<file path="config.mk">
export PLATFORM = sky130hd
export DESIGN_NAME = tpds_sequencer
export DESIGN_NICKNAME = d
export VERILOG_FILES = /design/src/tpds_pkg.sv /design/src/tpds_reg_if.sv /design/src/tpds_serial_slave.sv /design/src/tpds_sequencer.sv
export SDC_FILE = /design/constraint.sdc
export NUM_CORES = 1
export LEC_CHECK = 0
export BUFFER_PORTS_ARGS = -buffer_cell sky130_fd_sc_hd__buf_2
export CAP_MARGIN = 15
export CORE_MARGIN = 4
export CORE_UTILIZATION = 55
export DETAILED_ROUTE_END_ITERATION = 6
export PLACE_DENSITY = 0.81
export SYNTH_ARGS = -nofsm -noshare
export SYNTH_HDL_FRONTEND = slang
export SYNTH_SLANG_ARGS = --single-unit
</file>
<file path="constraint.sdc">
create_clock -name i_core_clk -period 6.31 [get_ports i_core_clk]
set_input_delay 1.262 -clock i_core_clk [delete_from_list [all_inputs] [get_ports i_core_clk]]
set_output_delay 1.262 -clock i_core_clk [all_outputs]
set_load 0.1 [all_outputs]
</file>
<file path="src/tpds_pkg.sv">
/*
 * Constants shared by the tuner power-up and offset-correction sequencer:
 * register offsets, field positions, reset values, timing and states.
 * Assumes a single 50 MHz core clock.
 */
package tpds_pkg;

    // Timing
    localparam int CLK_FREQ_MHZ       = 50;
    localparam int SEQ_TOTAL_US       = 2000;
    localparam int CAL_TIME_US        = 500;
    localparam int CAL_CYCLES         = CAL_TIME_US * CLK_FREQ_MHZ;
    localparam int PLL_SETTLE_CYCLES  = (SEQ_TOTAL_US - CAL_TIME_US) * CLK_FREQ_MHZ;

    // Serial bus device address, arbitrary value
    localparam logic [6:0] DEV_ADDR   = 7'h60;

    // Register offsets
    localparam logic [7:0] ADDR_TRK_FILTER = 8'h01;
    localparam logic [7:0] ADDR_SHUTDOWN   = 8'h09;
    localparam logic [7:0] ADDR_BB_CTRL    = 8'h0A;
    localparam logic [7:0] ADDR_VCO_CTRL   = 8'h0B;
    localparam logic [7:0] ADDR_DC_CTRL    = 8'h0C;
    localparam logic [7:0] ADDR_STATUS     = 8'h0D;

    // Field positions
    localparam int BALUN_LSB      = 4;
    localparam int LPF_BW_LSB     = 4;
    localparam int SD_PLL_BIT     = 0;
    localparam int SD_RXPATH_BIT  = 1;
    localparam int SD_BB_BIT      = 2;
    localparam int SD_REFBUF_BIT  = 7;
    localparam int OSC_SEL_LSB    = 6;
    localparam int SPEED_LSB      = 0;
    localparam int THRESH_LSB     = 2;
    localparam int MODE_LSB       = 4;
    localparam int ST_BUSY_BIT    = 0;
    localparam int ST_CALDONE_BIT = 1;
    localparam int ST_PIN_BIT     = 2;

    // Reset values
    localparam logic [7:0] RST_TRK_FILTER = 8'h00;
    localparam logic [7:0] RST_SHUTDOWN   = 8'h00;
    localparam logic [7:0] RST_BB_CTRL    = 8'h00;
    localparam logic [7:0] RST_VCO_CTRL   = 8'h40;
    localparam logic [7:0] RST_DC_CTRL    = 8'h1F;

    // Offset loop codes
    localparam logic [1:0] SPEED_HOLD = 2'h0;
    localparam logic [1:0] SPEED_FAST = 2'h3;
    localparam logic [1:0] MODE_OFF   = 2'h0;

    typedef enum logic [2:0] {
        SEQ_DOWN,
        SEQ_PLL,
        SEQ_CAL,
        SEQ_RUN
    } tpds_seq_e;

    typedef enum logic [3:0] {
        SB_IDLE,
        SB_ADDR,
        SB_ACK_ADDR,
        SB_REG,
        SB_ACK_REG,
        SB_WDATA,
        SB_ACK_W,
        SB_RDATA,
        SB_ACK_R
    } tpds_sbus_e;

endpackage : tpds_pkg

</file>
<file path="src/tpds_reg_if.sv">
/*
 * Register access carrier between the serial bus slave and the core.
 * Assumes both ends share the core clock.
 */
`timescale 1ns/100ps
interface tpds_reg_if;
    logic       wr_en;
    logic [7:0] addr;
    logic [7:0] wdata;
    logic [7:0] rdata;

    modport bus_side  (output wr_en, output addr, output wdata, input rdata);
    modport core_side (input wr_en, input addr, input wdata, output rdata);
endinterface : tpds_reg_if

</file>
<file path="src/tpds_serial_slave.sv">
/*
 * Two-wire serial bus slave: device address, register pointer, then
 * auto-incrementing data bytes for writes and reads.
 * Assumes clock and data pins already synchronous to the core clock.
 */
`timescale 1ns/100ps
module tpds_serial_slave
    import tpds_pkg::*;
(
    input  wire logic       i_core_clk,   // Core clock
    input  wire logic       i_rst,        // Async reset, high
    input  wire logic       i_scl,        // Serial clock
    input  wire logic       i_sda,        // Serial data in
    output logic            o_sda_out,    // Serial data out level
    output logic            o_sda_oe,     // Serial data drive enable
    tpds_reg_if.bus_side    reg_bus       // Register access
);
    tpds_sbus_e state;
    logic       scl_q;
    logic       sda_q;
    logic [7:0] shreg;
    logic [3:0] cnt;
    logic [7:0] ptr;
    logic       rw;
    logic       start_c;
    logic       stop_c;
    logic       scl_rise;
    logic       scl_fall;

    assign start_c  = scl_q & i_scl & sda_q & ~i_sda;
    assign stop_c   = scl_q & i_scl & ~sda_q & i_sda;
    assign scl_rise = ~scl_q & i_scl;
    assign scl_fall = scl_q & ~i_scl;

    always_ff @(posedge i_core_clk or posedge i_rst) begin
        if (i_rst) begin
            scl_q <= 1'b1;
            sda_q <= 1'b1;
        end else begin
            scl_q <= i_scl;
            sda_q <= i_sda;
        end
    end

    always_ff @(posedge i_core_clk or posedge i_rst) begin
        if (i_rst) begin
            state         <= SB_IDLE;
            shreg         <= 8'h00;
            cnt           <= 4'h0;
            ptr           <= 8'h00;
            rw            <= 1'b0;
            reg_bus.wr_en <= 1'b0;
            reg_bus.wdata <= 8'h00;
        end else begin
            reg_bus.wr_en <= 1'b0;
            if (start_c) begin
                state <= SB_ADDR;
                cnt   <= 4'h0;
            end else if (stop_c) begin
                state <= SB_IDLE;
            end else if (scl_rise) begin
                unique case (state)
                    SB_ADDR, SB_REG, SB_WDATA: begin
                        shreg <= {shreg[6:0], i_sda};
                        cnt   <= cnt + 4'h1;
                    end
                    SB_ACK_R: begin
                        if (i_sda) begin
                            state <= SB_IDLE;
                        end
                    end
                    default: ;
                endcase
            end else if (scl_fall) begin
                unique case (state)
                    SB_ADDR: begin
                        if (cnt == 4'h8) begin
                            cnt   <= 4'h0;
                            rw    <= shreg[0];
                            state <= (shreg[7:1] == DEV_ADDR) ? SB_ACK_ADDR : SB_IDLE;
                        end
                    end
                    SB_ACK_ADDR: begin
                        if (rw) begin
                            shreg <= reg_bus.rdata;
                            state <= SB_RDATA;
                        end else begin
                            state <= SB_REG;
                        end
                    end
                    SB_REG: begin
                        if (cnt == 4'h8) begin
                            cnt   <= 4'h0;
                            ptr   <= shreg;
                            state <= SB_ACK_REG;
                        end
                    end
                    SB_ACK_REG: state <= SB_WDATA;
                    SB_WDATA: begin
                        if (cnt == 4'h8) begin
                            cnt           <= 4'h0;
                            reg_bus.wr_en <= 1'b1;
                            reg_bus.wdata <= shreg;
                            state         <= SB_ACK_W;
                        end
                    end
                    SB_ACK_W: begin
                        ptr   <= ptr + 8'h01;
                        state <= SB_WDATA;
                    end
                    SB_RDATA: begin
                        shreg <= {shreg[6:0], 1'b0};
                        cnt   <= cnt + 4'h1;
                        if (cnt == 4'h7) begin
                            cnt   <= 4'h0;
                            ptr   <= ptr + 8'h01;
                            state <= SB_ACK_R;
                        end
                    end
                    // Next read byte is fetched when the master acknowledges
                    SB_ACK_R: begin
                        shreg <= reg_bus.rdata;
                        state <= SB_RDATA;
                    end
                    default: ;
                endcase
            end
        end
    end

    assign reg_bus.addr = ptr;
    assign o_sda_out    = 1'b0;
    assign o_sda_oe     = (state == SB_ACK_ADDR) | (state == SB_ACK_REG) | (state == SB_ACK_W)
                        | ((state == SB_RDATA) & ~shreg[7]);

endmodule : tpds_serial_slave

</file>
<file path="src/tpds_sequencer.sv">
/*
 * Tuner power-up sequencer with offset-correction control and the
 * register file it serves, reached over the two-wire serial bus.
 * Assumes all pins synchronous to the 50 MHz core clock; the block
 * enables it drives are the analog blocks' power and loop controls.
 */
`timescale 1ns/100ps
module tpds_sequencer
    import tpds_pkg::*;
#(
    parameter int PLL_SETTLE = tpds_pkg::PLL_SETTLE_CYCLES,  // PLL settling step, cycles
    parameter int CAL_LEN    = tpds_pkg::CAL_CYCLES          // Offset calibration step, cycles
) (
    input  wire logic       i_core_clk,           // Core clock, 50 MHz
    input  wire logic       i_rst,                // Async reset, high
    input  wire logic       i_hw_powerdown_n,     // Hardware power-down, low
    input  wire logic       i_autocal_select_pin, // Low selects sequenced start-up
    input  wire logic       i_scl,                // Serial clock
    input  wire logic       i_sda,                // Serial data in
    output logic            o_sda_out,            // Serial data out level
    output logic            o_sda_oe,             // Serial data drive enable
    output logic            o_pll_en,             // Oscillator and PLL power
    output logic            o_rx_path_en,         // RF signal path power
    output logic            o_baseband_en,        // Baseband power
    output logic            o_ref_clock_out_en,   // Reference buffer enable
    output logic            o_agc_override,       // Override both gain controls
    output logic            o_offset_loop_en,     // Offset correction running
    output logic [1:0]      o_offset_speed,       // Applied correction rate
    output logic [1:0]      o_offset_threshold,   // Applied threshold
    output logic [1:0]      o_osc_core_select,    // Oscillator core select
    output logic [3:0]      o_lpf_bandwidth,      // Baseband filter setting
    output logic [3:0]      o_balun_tune,         // Balun tuning
    output logic            o_seq_busy            // Sequence in progress
);
    import tpds_pkg::*;

    localparam int CNT_W = $clog2(PLL_SETTLE + CAL_LEN + 1);

    tpds_reg_if reg_bus ();

    tpds_seq_e         state;
    logic [CNT_W-1:0]  cnt;
    logic              pin_q;
    logic              pin_rise;
    logic              cal_done;
    logic [7:0]        trk_filter;
    logic [7:0]        shutdown;
    logic [7:0]        bb_ctrl;
    logic [7:0]        vco_ctrl;
    logic [7:0]        dc_ctrl;
    logic [1:0]        speed;
    logic [1:0]        mode;
    logic              next_pll_en;
    logic              next_rx_path_en;
    logic              next_baseband_en;
    logic              next_agc_override;
    logic              next_loop_en;
    logic [1:0]        next_speed;

    tpds_serial_slave u_serial (
        .i_core_clk (i_core_clk),
        .i_rst      (i_rst),
        .i_scl      (i_scl),
        .i_sda      (i_sda),
        .o_sda_out  (o_sda_out),
        .o_sda_oe   (o_sda_oe),
        .reg_bus    (reg_bus.bus_side)
    );

    // Registers reset only on i_rst, never on the power-down pin
    always_ff @(posedge i_core_clk or posedge i_rst) begin
        if (i_rst) begin
            trk_filter <= RST_TRK_FILTER;
            shutdown   <= RST_SHUTDOWN;
            bb_ctrl    <= RST_BB_CTRL;
            vco_ctrl   <= RST_VCO_CTRL;
            dc_ctrl    <= RST_DC_CTRL;
        end else if (reg_bus.wr_en) begin
            unique case (reg_bus.addr)
                ADDR_TRK_FILTER: trk_filter <= reg_bus.wdata;
                ADDR_SHUTDOWN:   shutdown   <= reg_bus.wdata;
                ADDR_BB_CTRL:    bb_ctrl    <= reg_bus.wdata;
                ADDR_VCO_CTRL:   vco_ctrl   <= reg_bus.wdata;
                ADDR_DC_CTRL:    dc_ctrl    <= reg_bus.wdata;
                default: ;
            endcase
        end
    end

    always_comb begin
        unique case (reg_bus.addr)
            ADDR_TRK_FILTER: reg_bus.rdata = trk_filter;
            ADDR_SHUTDOWN:   reg_bus.rdata = shutdown;
            ADDR_BB_CTRL:    reg_bus.rdata = bb_ctrl;
            ADDR_VCO_CTRL:   reg_bus.rdata = vco_ctrl;
            ADDR_DC_CTRL:    reg_bus.rdata = dc_ctrl;
            ADDR_STATUS: begin
                reg_bus.rdata                 = 8'h00;
                reg_bus.rdata[ST_BUSY_BIT]    = o_seq_busy;
                reg_bus.rdata[ST_CALDONE_BIT] = cal_done;
                reg_bus.rdata[ST_PIN_BIT]     = pin_q;
            end
            default:         reg_bus.rdata = 8'h00;
        endcase
    end

    assign speed    = dc_ctrl[SPEED_LSB +: 2];
    assign mode     = dc_ctrl[MODE_LSB +: 2];
    assign pin_rise = i_hw_powerdown_n & ~pin_q;

    always_ff @(posedge i_core_clk or posedge i_rst) begin
        if (i_rst) begin
            pin_q <= 1'b0;
        end else begin
            pin_q <= i_hw_powerdown_n;
        end
    end

    // Power-up sequencer, timed in core clock cycles
    always_ff @(posedge i_core_clk or posedge i_rst) begin
        if (i_rst) begin
            state <= SEQ_DOWN;
            cnt   <= '0;
        end else if (!i_hw_powerdown_n) begin
            state <= SEQ_DOWN;
            cnt   <= '0;
        end else begin
            unique case (state)
                SEQ_DOWN: begin
                    if (pin_rise) begin
                        if (!i_autocal_select_pin) begin
                            state <= SEQ_PLL;
                            cnt   <= CNT_W'(PLL_SETTLE - 1);
                        end else begin
                            state <= SEQ_RUN;
                        end
                    end
                end
                SEQ_PLL: begin
                    if (cnt == '0) begin
                        state <= SEQ_CAL;
                        cnt   <= CNT_W'(CAL_LEN - 1);
                    end else begin
                        cnt <= cnt - 1'b1;
                    end
                end
                SEQ_CAL: begin
                    if (cnt == '0) begin
                        state <= SEQ_RUN;
                    end else begin
                        cnt <= cnt - 1'b1;
                    end
                end
                SEQ_RUN: ;
            endcase
        end
    end

    // Calibration completed since the last power-down exit
    always_ff @(posedge i_core_clk or posedge i_rst) begin
        if (i_rst) begin
            cal_done <= 1'b0;
        end else if (!i_hw_powerdown_n) begin
            cal_done <= 1'b0;
        end else if (state == SEQ_CAL && cnt == '0) begin
            cal_done <= 1'b1;
        end
    end

    always_comb begin
        next_pll_en       = 1'b0;
        next_rx_path_en   = 1'b0;
        next_baseband_en  = 1'b0;
        next_agc_override = 1'b0;
        next_loop_en      = 1'b0;
        next_speed        = SPEED_HOLD;
        unique case (state)
            SEQ_DOWN: ;
            SEQ_PLL: begin
                next_pll_en = 1'b1;
            end
            SEQ_CAL: begin
                next_pll_en       = 1'b1;
                next_rx_path_en   = 1'b1;
                next_baseband_en  = 1'b1;
                next_agc_override = 1'b1;
                next_loop_en      = 1'b1;
                next_speed        = SPEED_FAST;
            end
            SEQ_RUN: begin
                next_pll_en      = ~shutdown[SD_PLL_BIT];
                next_rx_path_en  = ~shutdown[SD_RXPATH_BIT];
                next_baseband_en = ~shutdown[SD_BB_BIT];
                next_speed       = speed;
                next_loop_en     = (speed != SPEED_HOLD) & (mode != MODE_OFF);
            end
        endcase
    end

    always_ff @(posedge i_core_clk or posedge i_rst) begin
        if (i_rst) begin
            o_pll_en           <= 1'b0;
            o_rx_path_en       <= 1'b0;
            o_baseband_en      <= 1'b0;
            o_agc_override     <= 1'b0;
            o_offset_loop_en   <= 1'b0;
            o_offset_speed     <= SPEED_HOLD;
            o_offset_threshold <= 2'h0;
            o_ref_clock_out_en <= 1'b0;
            o_osc_core_select  <= 2'h0;
            o_lpf_bandwidth    <= 4'h0;
            o_balun_tune       <= 4'h0;
            o_seq_busy         <= 1'b0;
        end else begin
            o_pll_en           <= next_pll_en;
            o_rx_path_en       <= next_rx_path_en;
            o_baseband_en      <= next_baseband_en;
            o_agc_override     <= next_agc_override;
            o_offset_loop_en   <= next_loop_en;
            o_offset_speed     <= next_speed;
            o_offset_threshold <= dc_ctrl[THRESH_LSB +: 2];
            o_ref_clock_out_en <= ~shutdown[SD_REFBUF_BIT];
            o_osc_core_select  <= next_pll_en ? vco_ctrl[OSC_SEL_LSB +: 2] : 2'h0;
            o_lpf_bandwidth    <= bb_ctrl[LPF_BW_LSB +: 4];
            o_balun_tune       <= trk_filter[BALUN_LSB +: 4];
            o_seq_busy         <= (state == SEQ_PLL) | (state == SEQ_CAL);
        end
    end

endmodule : tpds_sequencer

</file>
Word-level counts from Yosys, hierarchy flattened. Index checks and enable logic that the tools add are counted.

Reductions and logical operators: 26. Muxes and demuxes: 57. Add/subtract/negate cells: 3. Eq/ne operators: 42. Bitwise logic cells: 27.

Operators with widths (number): 17-bit 2-to-1 mux (5); 4-bit 2-to-1 mux (17); 17-bit one-hot mux with 3 select lines (1); 8-bit 2-to-1 mux (6); 8-bit one-hot mux with 3 select lines (2); 8-bit one-hot mux with 6 select lines (1); 8-bit by 4-bit == test with 1-bit output (second input constant) (5); 4-bit one-hot mux with 7 select lines (1); 4-bit by 3-bit == test with 1-bit output (second input constant) (5); 5-bit by 1-bit inequality test with 1-bit output (second input constant) (4); 6-bit AND reduction (3); 17-bit logical NOT (1); 17-bit by 1-bit subtractor with 17-bit output (second input constant) (1); 3-bit 2-to-1 mux (5); 3-bit inequality test (second input constant) (5); 1-bit NOT (13); 1-bit AND (10); 10-bit by 8-bit inequality test with 1-bit output (second input constant) (1); 2-bit AND reduction (5); 1-bit 2-to-1 mux (9); 3-bit one-hot mux with 3 select lines (1); 8-bit by 1-bit adder with 8-bit output (second input constant) (1); 4-bit by 2-bit == test with 1-bit output (second input constant) (2); 4-bit == test (second input constant) (2); 29 further kinds (49).

Flip-flop bits (word level): 119. Logic and storage cells: 185. Output and inout bits: 23. Input port bits: 6.

Logic depth before layout (Yosys ltp).
Depth after elaboration: 8. Depth in mapped cells: 9. Mapped depth without buffers: 7.

Modules after synthesis. Synthesis repeated with hierarchy kept, for this count alone.

Cell total of the unflattened synthesis: 555. Area, all modules: 6117.1 µm².

Modules (own cells, without submodules): tpds_sequencer (seq. area each 2059.5 µm², cells an instance 335, area an instance 3907.5 µm², instances 1); tpds_serial_slave (seq. area each 903.4 µm², cells an instance 220, area an instance 2209.6 µm², instances 1).

Worst setup path after synthesis. No wires, ideal clock.

Path type: register to output. Start point: register u_serial.state[1]. End point: output o_sda_oe. Buffers on the path: 1. Required time: 5048 ps. Path slack: 3041 ps. Stages on the path, launching flop included: 6. Arrival: 2007 ps. Cells stage by stage: dfrtp_1 buf_2 inv_1 o21ai_0 a2bb2oi_1 nor2_1.

Word-level cells in the longest chain between the ends: 4. Elaborated cells on any way between the ends: 8. Those cells by class: eq/ne: 4; bitwise: 4.

Ends and longest elaborated chain: start: declaration (RTL line tpds_serial_slave.sv:18) `tpds_sbus_e state;`; start signal: assignment (RTL line tpds_serial_slave.sv:80) `state <= (shreg[7:1] == DEV_ADDR) ? SB_ACK_ADDR : SB_IDLE;`; 4-bit by 2-bit == test with 1-bit output or 4-bit by 3-bit == test with 1-bit output (tied branches) (RTL line tpds_serial_slave.sv:133) `assign o_sda_oe = (state == SB_ACK_ADDR) | (state == SB_ACK_REG) | (state == SB_ACK_W)`; 1-bit bitwise OR (2 in a row) (RTL line tpds_serial_slave.sv:133); 1-bit bitwise OR * (RTL line tpds_serial_slave.sv:134) `| ((state == SB_RDATA) & ~shreg[7]);`; end: declaration (RTL line tpds_sequencer.sv:21) `output logic o_sda_oe,`.

Mark *: on every way between the ends. The rest lies on a longest branch, timed or not.

Final worst setup path. Same ends and word-level chain as after synthesis.

==> results_dict.tcl <==
set metrics [dict create \
    routed-wl-met2_mm 6.96 \
    fmax_mhz 316 \
    seq_area_frac_synth_pct 48.6 \
    grt_use_total_pct 24.1 \
    reg2reg_setup_slack_ns 3.28 \
    cts_setup_buffers 0 \
    synth_top_area_cell "dfrtp_1" \
    wl_met3_um 930 \
    p_clk_share_pct 33.0 \
    path_cells "inv_1 -> o21ai_0 -> a2bb2oi_1 -> nor2_1 -> buf_2" \
    worstRegToRegCells 7 \
    fin_skew_ns 0.00658 \
    netlist_area_um2 6090 \
    worst_pin_slew_ns 0.940 \
    route.detailed.drc 0 \
    finish.instance_area_um2 6870 \
    rr_endpoint "cnt[9]" \
    dieArea_um2 12800 \
    fp.dieH_um 113 \
    met1_length_mm 6.22 \
    cts_tree "done" \
    grt_pass1_wl_mm 24.5 \
    synth_cell_types 73 \
    dr.pass1.iters 6 \
    finalSetupViolations 0 \
    fp.dieW_um 113 \
    power_density_nw_per_um2 412 \
    core_area_um2 10800 \
    fin_ws_ns 3.15 \
    routed.top_layer "met4" \
    arrival_ns 1.90 \
    area_growth_pct 12.6 \
    path_delay_family "buffers and inverters" \
    timing_hold_violations_final 0 \
    antennaDiodeCount 0 \
    hold_start "bb_ctrl[7]" \
    path_clk_slew_ns 0.06 \
    endpoint_kind "primary output" \
    path_buf_inv 2 \
    start_util_pct 56.2 \
    grt_setup_unrepaired "no" \
    clk_latency_ns 0.53 \
    n_fill_cell 849 \
    hold_depth 0 \
    synth_area_leaders "dfrtp_1, mux2_2, dfstp_2" \
    period_share_pct 50.2 \
    synth-edff-count 0 \
    drt-initial-drc-count 620 \
    power_uw 2830 \
    avgRoutedWirePerCell_um 19.5 \
    cts_max_path_buffers 2 \
    htreeDepth 4 \
    synth-seq-cells 118 \
    status "finished, final reports clean" \
    wl_mm 14.6 \
    power_frac_seq_pct 33.1 \
    path_class "register to primary output" \
    final_antenna_net_count 0 \
    ys_top_cells_by_count "dfrtp_1, mux2_2, nand2_1, nor2_1, a21oi_1" \
    buffer_ports.inserted 27 \
    cp_max_fo 10 \
    sw_frac_of_total_pct 40.3 \
    hpwl_mm 9.83 \
    cts_hold_buf 0 \
    netSwitchingPower_uw 1140 \
    cts_root_buffer "clkbuf_8" \
    tns_ns 0 \
    relSlewSlack_pct 37.1 \
    syn-mean-instance-area_um2 10.6 \
    vias 4806 \
    postPlaceCellArea_um2 6270 \
    antenna_found_initial 0 \
    cts_resized 0 \
    start_kind "register" \
    maxCapViolations 0 \
    viasPerCell 6.44 \
    nets 614 \
    path_depth 5 \
    synth_most_common_cell "dfrtp_1" \
    leakage_uw 0.00312 \
    gp_congestion 0.921 \
    peakVddDrop_mv 0.506 \
    rr_startpoint "cnt[0]" \
    overflow 0 \
    ios 29 \
    comb_power_share_pct 33.9 \
    async_flop_share_pct 100 \
    dp_slack_ns 2.72 \
    netlist_instances 575 \
    min_to "o_lpf_bandwidth[3]" \
    syn-num-nets 596 \
    synth_top_area_share_pct 45.2 \
    cp.required_ns 5.05 \
    grt_pass1_vias 4807 \
    drive_gt1_share_pct 22.9 \
    synthFlopType "dfrtp_1" \
    cts_buffers 17 \
    slowest_delay_ns 0.48 \
    p_int_uw 1690 \
    cts_sinks 118 \
    grt_max_degree 69 \
    hold_class "register to register" \
    synth_warnings 0 \
    period_minus_slack_ns 3.16 \
    rows 38 \
    slowest_stage "dfrtp_1" \
    drv_slew 0 \
]
## metrics by stage
stage                     cells  hold WS, ns  util (%)
after floorplan             575        0.368         -
after global placement      714        0.388      57.9
after detailed placement    714        0.391      57.9
after CTS                   746        0.403      63.2
after global routing        746        0.414      63.3
final                       746        0.402      63.3
## routing by layer
| metal | up-vias | GRT usage [%] |
|---|---|---|
| met5 | - | 0 |
| met4 | 0 | 9.94 |
| met3 | 43 | 6.42 |
| met2 | 210 | 37.5 |
| met1 | 2378 | 32.2 |
| li1 | 2175 | - |
## logic make-up (layout without fill, tap and decap cells)
| logic type | count (synthesis) | after routing | synth area share, % |
|---|---|---|---|
| flops | 118 | 118 | 48.6 |
| buf+inv | 59 | 90 | 4.15 |
| compound gates | 150 | 150 | 18.4 |
| simple gates | 172 | 172 | 14.8 |
| mux | 58 | 58 | 10.6 |
| other cells | 1 | 1 | 0.0615 |
| xor+xnor | 2 | 2 | 0.287 |
| fa+ha+maj | 15 | 15 | 3.08 |
## area by class of cell
cell class | instances | area (um^2) | share of cell area, %
sequential | 118 | 2960 | 43.2
clock inverter | 13 | 146 | 2.13
inverter | 30 | 115 | 1.68
timing repair buffer | 28 | 143 | 2.08
multi-input combinational | 398 | 2890 | 42.1
tap | 140 | 175 | 2.55
clock buffer | 19 | 432 | 6.29
## layout by cell type (no fill, tap or decap), types with 4 or more instances in the layout
cell        instances
nand2b_1            6
o211ai_1            8
buf_2              27
nand2_1            39
or4_1               7
a31oi_1            12
a22oi_1             5
a21oi_1            31
inv_1              29
and2_1              4
a222oi_1            6
o21ai_0            25
a2bb2oi_1           7
mux2_2             53
mux2i_1             5
dfrtp_1           110
o22ai_1             5
dfstp_2             8
clkbuf_16          16
nand3_1            25
a221o_1             6
nor2_1             37
clkinvlp_4          5
ha_1               15
nor2b_1             4
a22o_1              4
nor3_1             13
nor4_1             10
or3_1               5
## worst max-delay path by stage
stage,start,to,slack [ns]
2_1_floorplan,i_rst,bb_ctrl[0],1.93
3_3_place_gp,i_scl,u_serial.shreg[1],2.86
3_5_place_dp,i_scl,u_serial.shreg[1],2.72
4_1_cts,u_serial.state[1],o_sda_oe,3.10
5_1_grt,u_serial.state[1],o_sda_oe,3.00
6_report,u_serial.state[1],o_sda_oe,3.15
## flip-flops by register name (all words and copies together) (netlist names), 8 cells and up
name,cells
cnt,17
bb_ctrl,8
dc_ctrl,8
shutdown,8
trk_filter,8
u_serial.reg_bus.addr,8
u_serial.reg_bus.wdata,8
u_serial.shreg,8
vco_ctrl,8
## power groups by stage
stage	clock (uW)	combinational [uW]	sequential [uW]
after detailed placement	0	928	946
after CTS	949	941	935
after global placement	0	903	942
after floorplan	0	639	1070
after global routing	987	1040	949
final	933	960	938
(Power assumes the default switching activity.)
